`config.mk`:
```
export PLATFORM = sky130hd
export DESIGN_NAME = gtpwm_timer
export DESIGN_NICKNAME = d
export VERILOG_FILES = /design/src/common/gtpwm_pkg.sv /design/src/design/gtpwm_timer.sv
export SDC_FILE = /design/constraint.sdc
export NUM_CORES = 1
export LEC_CHECK = 0
export BUFFER_PORTS_ARGS = -buffer_cell sky130_fd_sc_hd__buf_2
export CORE_MARGIN = 1
export CORE_UTILIZATION = 45
export CTS_CLUSTER_SIZE = 24
export DETAILED_ROUTE_END_ITERATION = 8
export HOLD_SLACK_MARGIN = 0.05
export PLACE_DENSITY_LB_ADDON = 0.08
export SLEW_MARGIN = 10
export SYNTH_ARGS = -nofsm -noshare
export SYNTH_HDL_FRONTEND = slang
export SYNTH_SLANG_ARGS = --single-unit
export TNS_END_PERCENT = 30
```
`constraint.sdc`:
```
create_clock -name sys_clk -period 4.6 [get_ports sys_clk]
set_clock_uncertainty 0.05 [all_clocks]
set_input_delay 0.46 -clock sys_clk [delete_from_list [all_inputs] [get_ports sys_clk]]
set_output_delay 0.46 -clock sys_clk [all_outputs]
set_load 0.02 [all_outputs]
```
`src/common/gtpwm_pkg.sv`:
```
/*
 * Constants for the general-purpose 16-bit timer with PWM output.
 * Assumes a single system clock and a byte-wide software access port.
 */
package gtpwm_pkg;
	localparam int CNT_W = 16;
	localparam int PSC_W = 3;
	localparam int PSC_DIV_W = 8;
	localparam logic [15:0] COUNT_RESET = 16'h0000;
	localparam logic [15:0] PERIOD_RESET = 16'h0000;
	localparam logic [15:0] COMPARE_RESET = 16'h0000;
	localparam logic [7:0] PSC_CNT_RESET = 8'h00;
	localparam logic [1:0] MODE_OUTPUT = 2'h1;
	localparam int FILTER_CYCLES = 4;
	// Last count before the filter follows: a change must stand for five samples
	localparam logic [2:0] FILTER_LAST = 3'h4;
	// Byte targets of the software write port
	localparam logic [2:0] SEL_COUNT_HI = 3'h0;
	localparam logic [2:0] SEL_COUNT_LO = 3'h1;
	localparam logic [2:0] SEL_PERIOD_HI = 3'h2;
	localparam logic [2:0] SEL_PERIOD_LO = 3'h3;
	localparam logic [2:0] SEL_COMPARE_HI = 3'h4;
	localparam logic [2:0] SEL_COMPARE_LO = 3'h5;
	// Byte load state: Gray coded
	typedef enum logic [1:0] {
		GTPWM_IDLE = 2'b00,
		GTPWM_HALF = 2'b01
	} gtpwm_load_t;
endpackage : gtpwm_pkg

```
`src/design/gtpwm_timer.sv`:
```
/*
 * Timer core: prescaler, 16-bit base counter, byte access with coherent
 * reads, preload/shadow period and compare, PWM output, events, input filter.
 * Assumes software drives the byte strobes synchronously to sys_clk.
 */
`timescale 1ns/1ps

module gtpwm_timer (
	input wire logic sys_clk,
	input wire logic reset_n,
	input wire logic [2:0] prescale_select,
	input wire logic timer_run_enable,
	input wire logic [1:0] output_level_mode,
	input wire logic output_polarity,
	input wire logic input_filter_enable,
	input wire logic input_pin_select,
	input wire logic input_source_subselect,
	input wire logic pin_a,
	input wire logic pin_b,
	input wire logic wr_strobe,
	input wire logic [2:0] wr_sel,
	input wire logic [7:0] wr_data,
	input wire logic rd_hi_strobe,
	input wire logic rd_lo_strobe,
	input wire logic compare_flag_clear,
	input wire logic overflow_flag_clear,
	output logic [7:0] rd_data,
	output logic pwm_out,
	output logic compare_flag,
	output logic overflow_flag,
	output logic timer_irq,
	output logic rise_seen,
	output logic fall_seen,
	output logic timer_input_signal
);
	logic [7:0] psc_cnt_q;
	logic [15:0] base_count_q;
	logic [15:0] period_pre_q;
	logic [15:0] compare_pre_q;
	logic [15:0] period_value_q;
	logic [15:0] compare_value_q;
	logic [7:0] lo_latch_q;
	logic [7:0] rd_data_q;
	logic pwm_q;
	logic cmp_flag_q;
	logic ovf_flag_q;
	logic irq_q;
	gtpwm_pkg::gtpwm_load_t load_q;
	logic [2:0] filt_cnt_q;
	logic filt_q;
	logic filt_prev_q;
	logic rise_q;
	logic fall_q;

	// Divider terminal value: ratio minus one from the select code
	function automatic logic [7:0] psc_last(input logic [2:0] code);
		psc_last = 8'((9'h001 << code) - 9'h001);
	endfunction : psc_last

	// Prescaler tick and base counter events
	wire [7:0] psc_top = psc_last(prescale_select);
	wire tick = timer_run_enable && (psc_cnt_q == psc_top);
	wire out_mode = (output_level_mode == gtpwm_pkg::MODE_OUTPUT);
	wire hit_cmp = tick && (base_count_q == compare_value_q);
	wire hit_ovf = tick && (base_count_q == period_value_q);
	wire wr_cnt_hi = wr_strobe && (wr_sel == gtpwm_pkg::SEL_COUNT_HI);
	wire wr_cnt_lo = wr_strobe && (wr_sel == gtpwm_pkg::SEL_COUNT_LO);
	wire wr_per_hi = wr_strobe && (wr_sel == gtpwm_pkg::SEL_PERIOD_HI);
	wire wr_per_lo = wr_strobe && (wr_sel == gtpwm_pkg::SEL_PERIOD_LO);
	wire wr_cmp_hi = wr_strobe && (wr_sel == gtpwm_pkg::SEL_COMPARE_HI);
	wire wr_cmp_lo = wr_strobe && (wr_sel == gtpwm_pkg::SEL_COMPARE_LO);
	wire any_hi = wr_per_hi || wr_cmp_hi;
	wire any_lo = wr_per_lo || wr_cmp_lo;
	// A half-written preload must never become active
	wire half_open = (load_q == gtpwm_pkg::GTPWM_HALF) || any_hi;
	wire xfer = !half_open && (hit_ovf || !timer_run_enable);

	// Prescaler: free counting only while the timer runs
	always_ff @(posedge sys_clk or negedge reset_n) begin
		if (!reset_n) begin
			psc_cnt_q <= gtpwm_pkg::PSC_CNT_RESET;
		end else if (!timer_run_enable || tick) begin
			psc_cnt_q <= gtpwm_pkg::PSC_CNT_RESET;
		end else begin
			psc_cnt_q <= psc_cnt_q + 8'h01;
		end
	end

	// Base counter; a direct write wins over counting
	always_ff @(posedge sys_clk or negedge reset_n) begin
		if (!reset_n) begin
			base_count_q <= gtpwm_pkg::COUNT_RESET;
		end else if (wr_cnt_hi) begin
			base_count_q <= {wr_data, base_count_q[7:0]};
		end else if (wr_cnt_lo) begin
			base_count_q <= {base_count_q[15:8], wr_data};
		end else if (hit_ovf) begin
			base_count_q <= gtpwm_pkg::COUNT_RESET;
		end else if (tick) begin
			base_count_q <= base_count_q + 16'h0001;
		end
	end

	// Preload registers take the software bytes
	always_ff @(posedge sys_clk or negedge reset_n) begin
		if (!reset_n) begin
			period_pre_q <= gtpwm_pkg::PERIOD_RESET;
			compare_pre_q <= gtpwm_pkg::COMPARE_RESET;
		end else begin
			if (wr_per_hi) period_pre_q[15:8] <= wr_data;
			if (wr_per_lo) period_pre_q[7:0] <= wr_data;
			if (wr_cmp_hi) compare_pre_q[15:8] <= wr_data;
			if (wr_cmp_lo) compare_pre_q[7:0] <= wr_data;
		end
	end

	// Byte pairing tracker: open after a high byte, closed by a low byte
	always_ff @(posedge sys_clk or negedge reset_n) begin
		if (!reset_n) begin
			load_q <= gtpwm_pkg::GTPWM_IDLE;
		end else begin
			case (load_q)
				gtpwm_pkg::GTPWM_IDLE: if (any_hi) load_q <= gtpwm_pkg::GTPWM_HALF;
				gtpwm_pkg::GTPWM_HALF: if (any_lo) load_q <= gtpwm_pkg::GTPWM_IDLE;
				default: load_q <= gtpwm_pkg::GTPWM_IDLE;
			endcase
		end
	end

	// Shadow registers; the low byte lands in preload one edge before it can move
	always_ff @(posedge sys_clk or negedge reset_n) begin
		if (!reset_n) begin
			period_value_q <= gtpwm_pkg::PERIOD_RESET;
			compare_value_q <= gtpwm_pkg::COMPARE_RESET;
		end else if (xfer) begin
			period_value_q <= period_pre_q;
			compare_value_q <= compare_pre_q;
		end
	end

	// Output level: low while count <= compare for polarity 0
	wire at_or_below = (base_count_q <= compare_value_q);
	wire eq_hold = (compare_value_q == period_value_q);
	wire level_raw = eq_hold ? 1'b0 : !at_or_below;
	wire pwm_d = out_mode ? (level_raw ^ output_polarity) : output_polarity;

	// Flags: a new event wins over a clear in the same cycle
	wire cmp_set = out_mode && hit_cmp;
	wire ovf_set = out_mode && hit_ovf;
	always_ff @(posedge sys_clk or negedge reset_n) begin
		if (!reset_n) begin
			pwm_q <= 1'b0;
			cmp_flag_q <= 1'b0;
			ovf_flag_q <= 1'b0;
			irq_q <= 1'b0;
		end else begin
			pwm_q <= pwm_d;
			cmp_flag_q <= cmp_set || (cmp_flag_q && !compare_flag_clear);
			ovf_flag_q <= ovf_set || (ovf_flag_q && !overflow_flag_clear);
			irq_q <= cmp_set || ovf_set || (cmp_flag_q && !compare_flag_clear)
				|| (ovf_flag_q && !overflow_flag_clear);
		end
	end

	// Coherent read: high byte read snapshots the low byte
	always_ff @(posedge sys_clk or negedge reset_n) begin
		if (!reset_n) begin
			lo_latch_q <= 8'h00;
			rd_data_q <= 8'h00;
		end else if (rd_hi_strobe) begin
			lo_latch_q <= base_count_q[7:0];
			rd_data_q <= base_count_q[15:8];
		end else if (rd_lo_strobe) begin
			rd_data_q <= lo_latch_q;
		end
	end

	// Input routing: the subselect keeps the second pin reachable only when set
	wire raw_in = (input_pin_select && input_source_subselect) ? pin_b : pin_a;
	// Filter: a change must stand five samples, so pulses of 4 cycles die; costs lag
	wire differs = (raw_in != filt_q);
	always_ff @(posedge sys_clk or negedge reset_n) begin
		if (!reset_n) begin
			filt_cnt_q <= 3'h0;
			filt_q <= 1'b0;
		end else if (!input_filter_enable) begin
			filt_cnt_q <= 3'h0;
			filt_q <= raw_in;
		end else if (!differs) begin
			filt_cnt_q <= 3'h0;
		end else if (filt_cnt_q == gtpwm_pkg::FILTER_LAST) begin
			filt_cnt_q <= 3'h0;
			filt_q <= raw_in;
		end else begin
			filt_cnt_q <= filt_cnt_q + 3'h1;
		end
	end

	// Edge detection on the filtered level
	always_ff @(posedge sys_clk or negedge reset_n) begin
		if (!reset_n) begin
			filt_prev_q <= 1'b0;
			rise_q <= 1'b0;
			fall_q <= 1'b0;
		end else begin
			filt_prev_q <= filt_q;
			rise_q <= filt_q && !filt_prev_q;
			fall_q <= !filt_q && filt_prev_q;
		end
	end

	assign rd_data = rd_data_q;
	assign pwm_out = pwm_q;
	assign compare_flag = cmp_flag_q;
	assign overflow_flag = ovf_flag_q;
	assign timer_irq = irq_q;
	assign rise_seen = rise_q;
	assign fall_seen = fall_q;
	assign timer_input_signal = filt_prev_q;

	// Overflow clears the counter on the next edge
	overflow_clears_count_a: assert property (@(posedge sys_clk) disable iff (!reset_n)
		hit_ovf && !wr_cnt_hi && !wr_cnt_lo |=> base_count_q == 16'h0000)
		else $error("counter not cleared after overflow");
	// Counter stands still while stopped
	stopped_count_holds_a: assert property (@(posedge sys_clk) disable iff (!reset_n)
		!timer_run_enable && !wr_cnt_hi && !wr_cnt_lo |=> $stable(base_count_q))
		else $error("counter moved while stopped");
	// Count advances by one on each tick short of overflow
	count_steps_one_a: assert property (@(posedge sys_clk) disable iff (!reset_n)
		tick && !hit_ovf && !wr_cnt_hi && !wr_cnt_lo
		|=> base_count_q == $past(base_count_q) + 16'h0001)
		else $error("counter did not step by one");
	// Enabled cycles counted apart from the divider, so its ratio is checked independently
	wire [7:0] gap_mask = (8'h01 << prescale_select) - 8'h01;
	logic [7:0] gap_q;
	always_ff @(posedge sys_clk or negedge reset_n) begin
		if (!reset_n) begin
			gap_q <= 8'h00;
		end else if (!timer_run_enable) begin
			gap_q <= 8'h00;
		end else begin
			gap_q <= gap_q + 8'h01;
		end
	end
	// Ticks fall on every 2^code-th enabled cycle; a code change while running breaks this
	prescale_ratio_a: assert property (@(posedge sys_clk) disable iff (!reset_n)
		timer_run_enable |-> tick == ((gap_q & gap_mask) == gap_mask))
		else $error("prescaler tick out of step");
	// No shadow load while a pair is half written
	half_write_block_a: assert property (@(posedge sys_clk) disable iff (!reset_n)
		load_q == gtpwm_pkg::GTPWM_HALF && !any_hi |=> $stable(period_value_q))
		else $error("shadow loaded from half-written value");
	// Stopped timer copies preload to shadow
	stop_loads_shadow_a: assert property (@(posedge sys_clk) disable iff (!reset_n)
		!timer_run_enable && load_q == gtpwm_pkg::GTPWM_IDLE && !any_hi
		|=> compare_value_q == $past(compare_pre_q))
		else $error("shadow not loaded while stopped");
	// Compare hit raises the flag
	compare_flag_set_a: assert property (@(posedge sys_clk) disable iff (!reset_n)
		cmp_set |=> compare_flag && timer_irq)
		else $error("compare flag not raised");
	// Overflow raises the flag, kept against a same-cycle clear
	overflow_flag_set_a: assert property (@(posedge sys_clk) disable iff (!reset_n)
		ovf_set |=> overflow_flag && timer_irq)
		else $error("overflow flag not raised");
	// Flag holds until cleared
	flag_sticky_a: assert property (@(posedge sys_clk) disable iff (!reset_n)
		compare_flag && !compare_flag_clear |=> compare_flag)
		else $error("compare flag dropped without clear");
	// Interrupt request mirrors the sticky flags
	irq_matches_flags_a: assert property (@(posedge sys_clk) disable iff (!reset_n)
		timer_irq == (compare_flag || overflow_flag))
		else $error("interrupt request differs from flags");
	// Equal compare and period forces the polarity level
	equal_level_a: assert property (@(posedge sys_clk) disable iff (!reset_n)
		out_mode && eq_hold |=> pwm_out == $past(output_polarity))
		else $error("equal compare did not hold level");
	// Outside output mode the pin rests at the polarity level and no flag rises
	idle_mode_quiet_a: assert property (@(posedge sys_clk) disable iff (!reset_n)
		!out_mode && !compare_flag && !overflow_flag
		|=> pwm_out == $past(output_polarity) && !compare_flag && !overflow_flag)
		else $error("output mode work outside output mode");
	// High byte read returns the upper count byte
	high_read_a: assert property (@(posedge sys_clk) disable iff (!reset_n)
		rd_hi_strobe |=> rd_data == $past(base_count_q[15:8]))
		else $error("high byte read wrong");
	// Low byte read returns the snapshot from the high byte read
	coherent_read_a: assert property (@(posedge sys_clk) disable iff (!reset_n)
		rd_hi_strobe ##1 (rd_lo_strobe && !rd_hi_strobe) |=> rd_data == $past(base_count_q[7:0], 2))
		else $error("low byte read not coherent");
	// A fresh change never passes the filter at its first sample
	filter_reject_a: assert property (@(posedge sys_clk) disable iff (!reset_n)
		!differs ##1 (differs && input_filter_enable) |=> !$changed(filt_q))
		else $error("filter passed a one-cycle change");
	// A filtered rising level gives one edge pulse
	rise_pulse_a: assert property (@(posedge sys_clk) disable iff (!reset_n)
		$rose(filt_q) |=> rise_seen && !fall_seen)
		else $error("rising edge not reported");
endmodule : gtpwm_timer

```
==> results of run 1 <==
==> cell usage after synthesis, types with 2 or more instances <==
cell type / n
sky130_fd_sc_hd__buf_6: 4
sky130_fd_sc_hd__and4_1: 6
sky130_fd_sc_hd__o31a_1: 2
sky130_fd_sc_hd__dfrtp_1: 116
sky130_fd_sc_hd__nand4_1: 11
sky130_fd_sc_hd__o22ai_1: 2
sky130_fd_sc_hd__o21ai_0: 25
sky130_fd_sc_hd__nor4_1: 5
sky130_fd_sc_hd__nor2_1: 31
sky130_fd_sc_hd__inv_1: 28
sky130_fd_sc_hd__and2_1: 4
sky130_fd_sc_hd__mux2_2: 43
sky130_fd_sc_hd__a31oi_1: 5
sky130_fd_sc_hd__nand2b_1: 6
sky130_fd_sc_hd__nor2b_1: 9
sky130_fd_sc_hd__xnor2_1: 21
sky130_fd_sc_hd__or4_1: 2
sky130_fd_sc_hd__nand2_1: 33
sky130_fd_sc_hd__and3_1: 8
sky130_fd_sc_hd__a211oi_1: 3
sky130_fd_sc_hd__o221ai_1: 2
sky130_fd_sc_hd__o311ai_0: 2
sky130_fd_sc_hd__mux2i_1: 11
sky130_fd_sc_hd__nand3_1: 17
sky130_fd_sc_hd__o211ai_1: 2
sky130_fd_sc_hd__a22o_1: 2
sky130_fd_sc_hd__clkbuf_1: 12
sky130_fd_sc_hd__o2111ai_1: 3
sky130_fd_sc_hd__ha_1: 20
sky130_fd_sc_hd__nor3_1: 4
sky130_fd_sc_hd__mux2_4: 30
sky130_fd_sc_hd__xor2_1: 21
sky130_fd_sc_hd__or3b_2: 2
sky130_fd_sc_hd__a21oi_1: 20
==> worst paths after layout <==
kind                                               from                         endpoint  cells past startpoint
max                              psc_cnt_q[0]$_DFF_PN0_  compare_value_q[15]$_DFFE_PN0P_                      7
min                                             reset_n          overflow_flag$_DFF_PN0_                      2
max reg2reg                      psc_cnt_q[0]$_DFF_PN0_  compare_value_q[15]$_DFFE_PN0P_                      7
min reg2reg                timer_input_signal$_DFF_PN0_              rise_seen$_DFF_PN0_                      1
max in group asynchronous                       reset_n   compare_value_q[7]$_DFFE_PN0P_                      2
min in group sys_clk                    output_polarity                pwm_out$_DFF_PN0_                      2
==> worst max-delay path: cells and delay by family, from the launching register on <==
kind                   cells  cell delay, ns
AOI/OAI and AO/OA          2            0.57
buffers and inverters      1            0.53
DFF                        1            0.46
muxes                      1            0.40
and+or+nand+nor            3            0.81
==> cells by family after synthesis <==
kind of cell,synth area share [%]
AOI/OAI and AO/OA,8.28
DFF,48.1
buffers and inverters,3.24
adders and majority gates,4.15
and+or+nand+nor,12.8
xor gates and xnor gates,6.10
muxes,17.3
==> registers in the layout, summed over array words and instances, names as in the netlist, 3 cells and up <==
register,flops
lo_latch_q,8
period_pre_q,16
base_count_q,16
filt_cnt_q,3
compare_value_q,16
psc_cnt_q,8
period_value_q,16
compare_pre_q,16
rd_data,8
==> routing by layer <==
layer / vias up / track usage [%]
met5: - / 0
met4: 0 / 9.94
met3: 30 / 4.65
met2: 107 / 32.7
met1: 2062 / 28.7
li1: 1989 / -
==> stage by stage <==
stage	power (uW)	hold WS, ns
after floorplan	2140	0.114
after global placement	2370	0.375
after detailed placement	2410	0.382
after CTS	3820	0.121
after global routing	4000	0.153
final	3770	0.101
==> where the power goes <==
group	internal, uW	leakage (uW)	total [uW]	switching [uW]
Clock	943	0.000310	1390	444
Combinational	481	0.00151	854	373
Sequential	1270	0.00139	1530	267
Total	2690	0.00321	3770	1080
==> layout by cell type, fill, tap and decap left out, types with 6 or more instances in the layout <==
master                      instances
sky130_fd_sc_hd__mux2i_1           11
sky130_fd_sc_hd__and4_1             6
sky130_fd_sc_hd__buf_2             43
sky130_fd_sc_hd__nand2_1           33
sky130_fd_sc_hd__inv_1             28
sky130_fd_sc_hd__xor2_1            21
sky130_fd_sc_hd__nor2b_1            9
sky130_fd_sc_hd__nand2b_1           6
sky130_fd_sc_hd__ha_1              20
sky130_fd_sc_hd__mux2_2            43
sky130_fd_sc_hd__dfrtp_1          116
sky130_fd_sc_hd__o21ai_0           25
sky130_fd_sc_hd__nand4_1           11
sky130_fd_sc_hd__nor2_1            31
sky130_fd_sc_hd__clkbuf_16         17
sky130_fd_sc_hd__and3_1             8
sky130_fd_sc_hd__mux2_4            30
sky130_fd_sc_hd__buf_4              7
sky130_fd_sc_hd__a21oi_1           20
sky130_fd_sc_hd__xnor2_1           21
sky130_fd_sc_hd__nand3_1           17
==> cell type report <==
cell class / instances / area [um2] / area share [%]
clock buffer: 22 / 474 / 6.73
inverter: 28 / 105 / 1.49
multi-input combinational: 366 / 2930 / 41.6
sequential: 116 / 2900 / 41.2
timing repair buffer: 50 / 268 / 3.80
clock inverter: 10 / 153 / 2.17
tap: 172 / 215 / 3.05
==> impl_summary.txt, run 1 <==
----------------------------------------------------
[Routing]
  Vias/cell ... 5.48
  Metal3 WL ... ~700 um
  Met2 wire length ... roughly 6.2 mm
  Highest routed layer ... met4
  Number of vias in the routed layout ... 4188
  Detailed-route wire length ... 13.6 mm
  Number of optimization iterations in the first detailed-route pass ... 5
  Post-route antenna net violation count ... 0
  Number of violations reported at the end of detailed-routing iteration 0 ... 218
  DRC errors left ... 0
  Per-cell routed wire length ... roughly 18 um
  Met1 WL ... 6.38 mm

[STA]
  Least-Margin Pin Slew ... 1.17 ns
  Final number of hold-violating endpoints ... 0
  Final period demand of the worst path ... 2.96 ns
  FMAX ... roughly 0.34 GHz
  Relative max-transition margin ... 21.6%
  Fraction of the cycle the final worst path needs ... 64.3%
  Count of endpoints failing setup in the final report ... 0
  Accumulated negative setup slack ... 0 ns
  PnR worst setup slack ... 1.64 ns
  Max-slew violations ... 0
  Setup repair after global routing missed its margin ... false

[Yosys]
  Count of state elements after synthesis ... ~120
  Most used DFF post-synth ... sky130_fd_sc_hd__dfrtp_1
  Warnings from Yosys ... 0
  Post-synth EDFFs ... 0
  Seq/Total Area, Yosys ... 48.1%
  Netlist cell types ... 48
  Net count after synthesis ... 576
  Dominant cells by area after synthesis ... sky130_fd_sc_hd__dfrtp_1 (48%), sky130_fd_sc_hd__mux2_2 (8.0%), sky130_fd_sc_hd__mux2_4 (7.5%)
  Area share of the leading cell type in the synthesized netlist ... 48.1%
  Mapped cell area ... 6030 um2
  FFs w/ async S/R, synth ... 100%
  Average cell area after synthesis ... 11.5 um2
  Syn Inst Count ... 526
  Largest area contributor in the netlist ... sky130_fd_sc_hd__dfrtp_1

[Global routing]
  Remaining global-route overflow ... 0
  Pin count of the biggest net entering global routing ... 68
  Total Routing Usage GR ... 21.3%
  Number of antenna violations at the first check in global routing ... 0
  Global-route wire length before repair ... 22.5 mm
  Via count of the first global-routing pass ... 4249

[Clock network]
  Hold-fix buffers, CTS ... 0
  Max Buffers Root-to-Sink ... 2
  Cell at the root of the clock tree ... sky130_fd_sc_hd__clkbuf_16
  Post-CTS clock slew at the launch and capture registers of the worst setup and hold paths ... 0.05 ns
  # resized after CTS ... 0
  TritonCTS Buffers ... 17
  Clock tree from TritonCTS ... built
  Clock sink count ... ~120
  Post-CTS setup-driven buffer insertion count ... 0
  Clock latency on the worst-skew pair ... between 0.4 and 0.5 ns
  Number of levels the H-tree was split into ... 4

[Floorplanning]
  Boundary pin count ... 45
  Starting utilization of the core area ... 47.0%
  Area of the die ... 13900 um2
  Die height ... 118 um
  CORE AREA ... about 13000 um2
  Die outline width ... 118 um
  Site row count ... 41

[Worst setup path]
  Register-to-register path setup slack ... between 1.5 and 2 ns
  Arr. time, crit path ... ~3.2 ns
  Data required, critical path ... 4.85 ns
  Ordered list of cells on the worst path ... or4_1 > nor3_2 > o211a_4 > nand2_4 > a2111oi_4 > buf_4 > mux2_2
  Category of the most critical setup path ... reg2reg
  Biggest fanout along the worst timing path ... 32
  Worst path max stage delay ... 0.54 ns
  Critical path startpoint category ... flop
  Cell at the slowest stage of the critical path ... sky130_fd_sc_hd__or4_1
  Critical path endpoint category ... flop

[Flow run]
  Count of maximum capacitance violations ... 0

[Power]
  Leakage power total ... about 0.0032 uW
  Power density over cell area ... 535 nW/um2
  Maximum ir drop on the vdd rail ... roughly 0.28 mV

[Finish]
  Post-layout utilization of the core ... between 50 and 60%
  Layout Cell Area excl Fill ... 7050 um2
  Post-route non-filler standard cell count ... 764
  Fraction of layout instances using a drive strength above 1 ... 27.2%
  Filler cell count ... 1141
  Antenna diode count ... 0
  Area growth from synthesis to layout ... 16.9%
  Layout Nets ... 629

[Placement]
  Count of port buffers added during placement ... between 40 and 50
  Count of placed standard cells including taps ... 732
  Worst setup slack before clock tree synthesis ... between 1 and 1.5 ns
  DP Area ... 6420 um2
  Final HPWL from detailed placement ... 9.96 mm
  Weighted congestion at the end of routability-driven global placement ... 0.848

[Hold path]
  Hold/Removal Path Class ... in2async

[Outcome]
  Run status ... complete, no violations

----------------------------------------------------
No activity file was read; power rests on OpenSTA's default activity.
==> run 2, diff against run 1 <==
==> constraint.sdc (replaced) <==
create_clock -name sys_clk -period 2.9 [get_ports sys_clk]
set_clock_uncertainty 0.05 [all_clocks]
set_input_delay 0.29 -clock sys_clk [delete_from_list [all_inputs] [get_ports sys_clk]]
set_output_delay 0.29 -clock sys_clk [all_outputs]
set_load 0.02 [all_outputs]
==> impl_summary.txt, run 2 (same netlist as run 1, synthesis figures left out) <==
----------------------------------------------------
[Finish]
  Fraction of layout instances using a drive strength above 1 ... 29.2%
  Antenna diode count ... 0
  Leading cell type in the layout, fill and taps excluded ... sky130_fd_sc_hd__dfrtp_1
  Most frequent cells in the layout ... sky130_fd_sc_hd__dfrtp_1 (116), sky130_fd_sc_hd__mux2_2 (43), sky130_fd_sc_hd__buf_2 (43)
  Layout Nets ... about 650
  Area growth from synthesis to layout ... 20.1%
  Post-route non-filler standard cell count ... between 700 and 800
  Filler cell count ... around 1100

[Worst setup path]
  Critical path startpoint category ... flop
  Critical path endpoint category ... flop
  Category of the most critical setup path ... reg2reg
  Data required, critical path ... 3.15 ns
  Biggest fanout along the worst timing path ... 32
  Arr. time, crit path ... 3.00 ns

[Clock network]
  Cell at the root of the clock tree ... sky130_fd_sc_hd__clkbuf_16
  Clock tree from TritonCTS ... built
  Number of levels the H-tree was split into ... 4
  Max Buffers Root-to-Sink ... 2
  # resized after CTS ... 0
  Post-CTS clock slew at the launch and capture registers of the worst setup and hold paths ... 0.05 ns
  Clock sink count ... 116
  Clock latency on the worst-skew pair ... approximately 0.42 ns
  TritonCTS Buffers ... 17

[Routing]
  Number of violations reported at the end of detailed-routing iteration 0 ... 333
  Per-cell routed wire length ... 18.5 um
  Number of vias in the routed layout ... approximately 4200
  DRC errors left ... 1
  Number of optimization iterations in the first detailed-route pass ... 7
  Vias/cell ... 5.39
  Detailed-route wire length ... approximately 14 mm
  Post-route antenna net violation count ... 0

[Floorplanning]
  Site row count ... 41
  Starting utilization of the core area ... 47.0%
  Die outline width ... 118 um
  Die height ... 118 um
  Boundary pin count ... 45
  Area of the die ... 13900 um2
  CORE AREA ... between 10000 and 15000 um2

[STA]
  Least-Margin Pin Slew ... 0.861 ns
  Accumulated negative setup slack ... 0 ns
  Max-slew violations ... 0
  FMAX ... 0.364 GHz
  Final number of hold-violating endpoints ... 0
  Fraction of the cycle the final worst path needs ... 94.8%
  Relative max-transition margin ... approximately 42%
  Count of endpoints failing setup in the final report ... 0
  Setup repair after global routing missed its margin ... false
  Final period demand of the worst path ... 2.75 ns

[Global routing]
  Global-route wire length before repair ... 23.7 mm
  Pin count of the biggest net entering global routing ... 52
  Number of antenna violations at the first check in global routing ... 0
  Via count of the first global-routing pass ... 4265
  Remaining global-route overflow ... 0
  Total Routing Usage GR ... 22.6%

[Power]
  Maximum ir drop on the vdd rail ... 0.539 mV
  Leakage power total ... 0.00332 uW
  Power density over cell area ... 855 nW/um2

[Outcome]
  Violations in the final reports ... design-rule violations
  Run status ... finished with violations

[Hold path]
  Hold/Removal Path Class ... in2reg

[Flow run]
  Count of maximum capacitance violations ... 0

[Placement]
  Count of port buffers added during placement ... 44
  Final HPWL from detailed placement ... 10.7 mm
  Count of placed standard cells including taps ... 749
  Weighted congestion at the end of routability-driven global placement ... 0.857

----------------------------------------------------
[run 2: cell count changes in the layout (fill, tap and decap cells not counted), sizes merged]
cell / previous run / this run
clkbuf: 22 / 21
buf: 50 / 67
clkinv: 5 / 4
bufinv: 4 / 5
dlygate4sd3: 0 / 2
[run 2: area by class of cell]
| type | count | area, um2 | share of cell area (%) |
|---|---|---|---|
| multi-input combinational | 366 | 2930 | 40.5 |
| sequential | 116 | 2900 | 40.1 |
| clock buffer | 21 | 470 | 6.50 |
| timing repair buffer | 69 | 440 | 6.08 |
| tap | 172 | 215 | 2.97 |
| clock inverter | 10 | 178 | 2.45 |
| inverter | 28 | 105 | 1.45 |
[run 2: timing repair]
item	in CTS	in global routing
setup buffers	0	0
hold buffers	2	0
endpoints found under the setup margin	0	0
endpoints found under the hold margin	42	0
[run 2: final timing paths]
check / startpoint / endpoint / slack, ns / cells after the start
setup reg to reg: psc_cnt_q[4]$_DFF_PN0_ / period_value_q[15]$_DFFE_PN0P_ / 0.15 / 7
min in group asynchronous: reset_n / psc_cnt_q[4]$_DFF_PN0_ / 0.37 / 2
hold / removal: overflow_flag_clear / overflow_flag$_DFF_PN0_ / 0.1 / 3
hold reg to reg: timer_input_signal$_DFF_PN0_ / rise_seen$_DFF_PN0_ / 0.39 / 1
max in group asynchronous: reset_n / period_pre_q[12]$_DFFE_PN0P_ / 1.70 / 3
setup / recovery: psc_cnt_q[4]$_DFF_PN0_ / period_value_q[15]$_DFFE_PN0P_ / 0.15 / 7
[run 2: worst max-delay path: stages (launching register included)]
cell and delay [ns]:
sky130_fd_sc_hd__dfrtp_1 0.43, sky130_fd_sc_hd__or4_1 0.50, sky130_fd_sc_hd__nor3_2 0.22, sky130_fd_sc_hd__o211a_4 0.26, sky130_fd_sc_hd__nand2_4 0.06, sky130_fd_sc_hd__a2111oi_4 0.41
sky130_fd_sc_hd__buf_12 0.29, sky130_fd_sc_hd__mux2_2 0.37
[run 2: per-stage QoR]
| stage | total power, uW | util, % | worst slack (ns) | area (um2) | hold slack, ns |
|---|---|---|---|---|---|
| 2_1_floorplan | 3400 | - | 0.252 | 6030 | -0.0556 |
| 3_3_place_gp | 3850 | 51.3 | 0.164 | 6580 | 0.267 |
| 3_5_place_dp | 3920 | 51.3 | 0.112 | 6580 | 0.272 |
| 4_1_cts | 6230 | 56.5 | 0.162 | 7240 | 0.0785 |
| 5_1_grt | 6530 | 56.5 | 0.0745 | 7240 | 0.107 |
| 6_report | 6190 | 56.5 | 0.151 | 7240 | 0.0974 |
[run 2: where the power goes]
group          total [uW]  switching, uW  internal [uW]
sequential           2390            376           2010
combinational        1510            691            821
clock                2290            715           1580
total                6190           1780           4410
[run 2: layer usage]
layer / wire length [um] / GRT usage [%] / vias up / part of all wire [%]
met2: 6630 / 34.2 / 130 / 46
met1: 6840 / 31.5 / 2044 / 47
li1: - / - / 2028 / -
met3: 764 / 5.77 / 14 / 5.3
met4: 210 / 7.21 / 0 / 1.5
met5: 0 / 0 / - / 0
==> run 3, diff against run 2 <==
--- a/config.mk
+++ b/config.mk
@@ -5,13 +5,13 @@
 export SDC_FILE = /design/constraint.sdc
 export NUM_CORES = 1
 export LEC_CHECK = 0
-export BUFFER_PORTS_ARGS = -buffer_cell sky130_fd_sc_hd__buf_2
 export CORE_MARGIN = 1
 export CORE_UTILIZATION = 45
 export CTS_CLUSTER_SIZE = 24
 export DETAILED_ROUTE_END_ITERATION = 8
+export DONT_BUFFER_PORTS = 1
 export HOLD_SLACK_MARGIN = 0.05
-export PLACE_DENSITY_LB_ADDON = 0.08
+export PLACE_DENSITY_LB_ADDON = 0.3
 export SLEW_MARGIN = 10
 export SYNTH_ARGS = -nofsm -noshare
 export SYNTH_HDL_FRONTEND = slang
==> constraint.sdc (replaced) <==
create_clock -name sys_clk -period 3.4 [get_ports sys_clk]
set_clock_uncertainty 0.05 [all_clocks]
set_input_delay 0.34 -clock sys_clk [delete_from_list [all_inputs] [get_ports sys_clk]]
set_output_delay 0.34 -clock sys_clk [all_outputs]
set_load 0.02 [all_outputs]
==> impl_summary.txt, run 3 (same netlist as run 1, synthesis figures left out) <==
----------------------------------------------------
[Clock network]
  Clock sink count ... 116
  TritonCTS Buffers ... 17
  Number of levels the H-tree was split into ... 4
  Clock latency on the worst-skew pair ... 0.42 ns
  # resized after CTS ... 0
  Post-CTS setup-driven buffer insertion count ... 0
  Max Buffers Root-to-Sink ... 2
  Cell at the root of the clock tree ... sky130_fd_sc_hd__clkbuf_16
  Clock tree from TritonCTS ... built
  Hold-fix buffers, CTS ... 15
  Post-CTS clock slew at the launch and capture registers of the worst setup and hold paths ... 0.05 ns

[STA]
  Max-slew violations ... 0
  Accumulated negative setup slack ... 0 ns
  Relative max-transition margin ... 47.1%
  Count of endpoints failing setup in the final report ... 0
  Fraction of the cycle the final worst path needs ... 82.7%
  Setup repair after global routing missed its margin ... false
  Least-Margin Pin Slew ... 0.791 ns
  FMAX ... ~0.36 GHz
  Final number of hold-violating endpoints ... 0
  Worst Hold Slack ... 0.0650 ns
  Final period demand of the worst path ... 2.81 ns

[Worst setup path]
  Critical path startpoint category ... flop
  Cell at the slowest stage of the critical path ... sky130_fd_sc_hd__or3b_2
  Worst reg2reg path endpoint ... base_count_q[2]$_DFFE_PN0P_
  Launch point of the worst reg-to-reg path ... psc_cnt_q[0]$_DFF_PN0_
  Worst path max stage delay ... 0.60 ns
  Arr. time, crit path ... 3.09 ns
  Critical path endpoint category ... flop
  Data required, critical path ... around 3.7 ns
  Worst-case reg-to-reg path depth ... 6
  Ordered list of cells on the worst path ... or4_1 > nor3_2 > o211a_4 > nand4_1 > or3b_2 > a31oi_1
  Register-to-register path setup slack ... 0.59 ns
  Worst setup startpoint ... psc_cnt_q[0]$_DFF_PN0_
  Destination of the critical timing path ... base_count_q[2]$_DFFE_PN0P_
  Biggest fanout along the worst timing path ... 10
  Category of the most critical setup path ... reg2reg

[Power]
  Psw ... 1480 uW
  Maximum ir drop on the vdd rail ... around 0.42 mV
  Leakage power total ... 0.00311 uW
  Sw Share ... just under 30%
  Power density over cell area ... 727 nW/um2
  Sum of internal, switching and leakage power ... 5100 uW
  Relative contribution of the clock network to total power ... between 30% and 40%
  Internal Dissipation ... 3620 uW
  Part of the power in registers ... around 42%
  Combinational fraction of design power ... 21.9%

[Finish]
  Area growth from synthesis to layout ... 16.4%
  Filler cell count ... 1071
  Fraction of layout instances using a drive strength above 1 ... between 20% and 30%
  Layout Nets ... 600
  Sequential cell area ... 2900 um2
  Leading cell type in the layout, fill and taps excluded ... sky130_fd_sc_hd__dfrtp_1
  Total area of multi-input combinational cells ... approximately 2900 um2
  Most frequent cells in the layout ... sky130_fd_sc_hd__dfrtp_1 (116), sky130_fd_sc_hd__mux2_2 (43), sky130_fd_sc_hd__nand2_1 (33)

[Global routing]
  Number of antenna violations at the first check in global routing ... 4
  Remaining global-route overflow ... 0
  Pin count of the biggest net entering global routing ... 117
  Global-route wire length before repair ... about 23 mm
  Via count of the first global-routing pass ... between 4000 and 5000
  Total Routing Usage GR ... 22.3%

[Flow run]
  Count of maximum capacitance violations ... 0

[Hold path]
  Hold/Removal Path Class ... in2reg
  Hold wc startpoint ... wr_strobe

[Placement]
  Count of port buffers added during placement ... 0
  Final HPWL from detailed placement ... approximately 10 mm
  Weighted congestion at the end of routability-driven global placement ... 0.880

[Floorplanning]
  Area of the die ... 13900 um2
  Site row count ... 41
  Boundary pin count ... 45
  CORE AREA ... 12800 um2
  Starting utilization of the core area ... 47.0%
  Die height ... between 100 and 150 um
  Die outline width ... about 120 um

[Routing]
  Number of violations reported at the end of detailed-routing iteration 0 ... 255
  Detailed-route wire length ... 14.3 mm
  Per-cell routed wire length ... 19.4 um
  Number of vias in the routed layout ... 4225
  Post-route antenna net violation count ... 0
  Number of optimization iterations in the first detailed-route pass ... 4
  Vias/cell ... 5.73
  DRC errors left ... 0

[Outcome]
  Run status ... complete, no violations

----------------------------------------------------
==> run 3: cell types whose count changed in the layout (fill, tap and decap cells not counted), sizes merged <==
cell         change
diode            +2
buf             -60
bufinv           -2
clkbuf           +3
clkinvlp         +1
clkinv           -1
dlygate4sd3     +12
==> run 3: power groups by stage <==
| stage | Clock [uW] | Combinational (uW) | Sequential, uW |
|---|---|---|---|
| finish | 1870 | 1120 | 2120 |
| global route | 1970 | 1240 | 2160 |
| CTS | 1900 | 1130 | 2110 |
| detailed placement | 0 | 1060 | 2130 |
| global placement | 0 | 1020 | 2110 |
| floorplan | 0 | 903 | 1990 |
==> run 3: worst min-delay path by stage <==
| stage | to | slack, ns | cells after the start |
|---|---|---|---|
| 2_1_floorplan | base_count_q[0]$_DFFE_PN0P_ | -0.006 | 0 |
| 3_3_place_gp | psc_cnt_q[3]$_DFF_PN0_ | -0.002 | 0 |
| 3_5_place_dp | psc_cnt_q[5]$_DFF_PN0_ | -0.003 | 0 |
| 4_1_cts | base_count_q[6]$_DFFE_PN0P_ | 0.05 | 2 |
| 5_1_grt | load_q[0]$_DFFE_PN0P_ | 0.06 | 2 |
| 6_report | load_q[0]$_DFFE_PN0P_ | 0.07 | 2 |
==> run 3: worst max-delay path, delay by kind of cell (launching register included) <==
family	cells	cell delay, ns
simple gates	4	1.76
compound gates	2	0.45
flops	1	0.46
==> run 3: metrics by stage <==
step                      util, %  instances  worst slack (ns)  cell area, um2
after CTS                    54.7        735             0.604            7010
final                        54.7        737             0.588            7020
after floorplan                 -        526             0.731            6030
after global routing         54.7        737             0.499            7020
after detailed placement     48.4        688             0.626            6210
after global placement       48.4        688             0.672            6210
==> run 3: cell type report <==
type / instances / area share (%)
multi-input combinational: 366 / 41.8
sequential: 116 / 41.4
clock buffer: 24 / 7.29
timing repair buffer: 21 / 3.21
tap: 172 / 3.07
clock inverter: 8 / 1.71
inverter: 28 / 1.50
antenna: 2 / 0.0713
==> run 3: layer usage <==
layer	part of all wire, %	wire (um)	GRT usage [%]
met1	42	5990	27.5
met2	46	6540	34.0
met3	7.3	1040	6.59
met4	4.8	688	14.5
met5	0.091	13	0
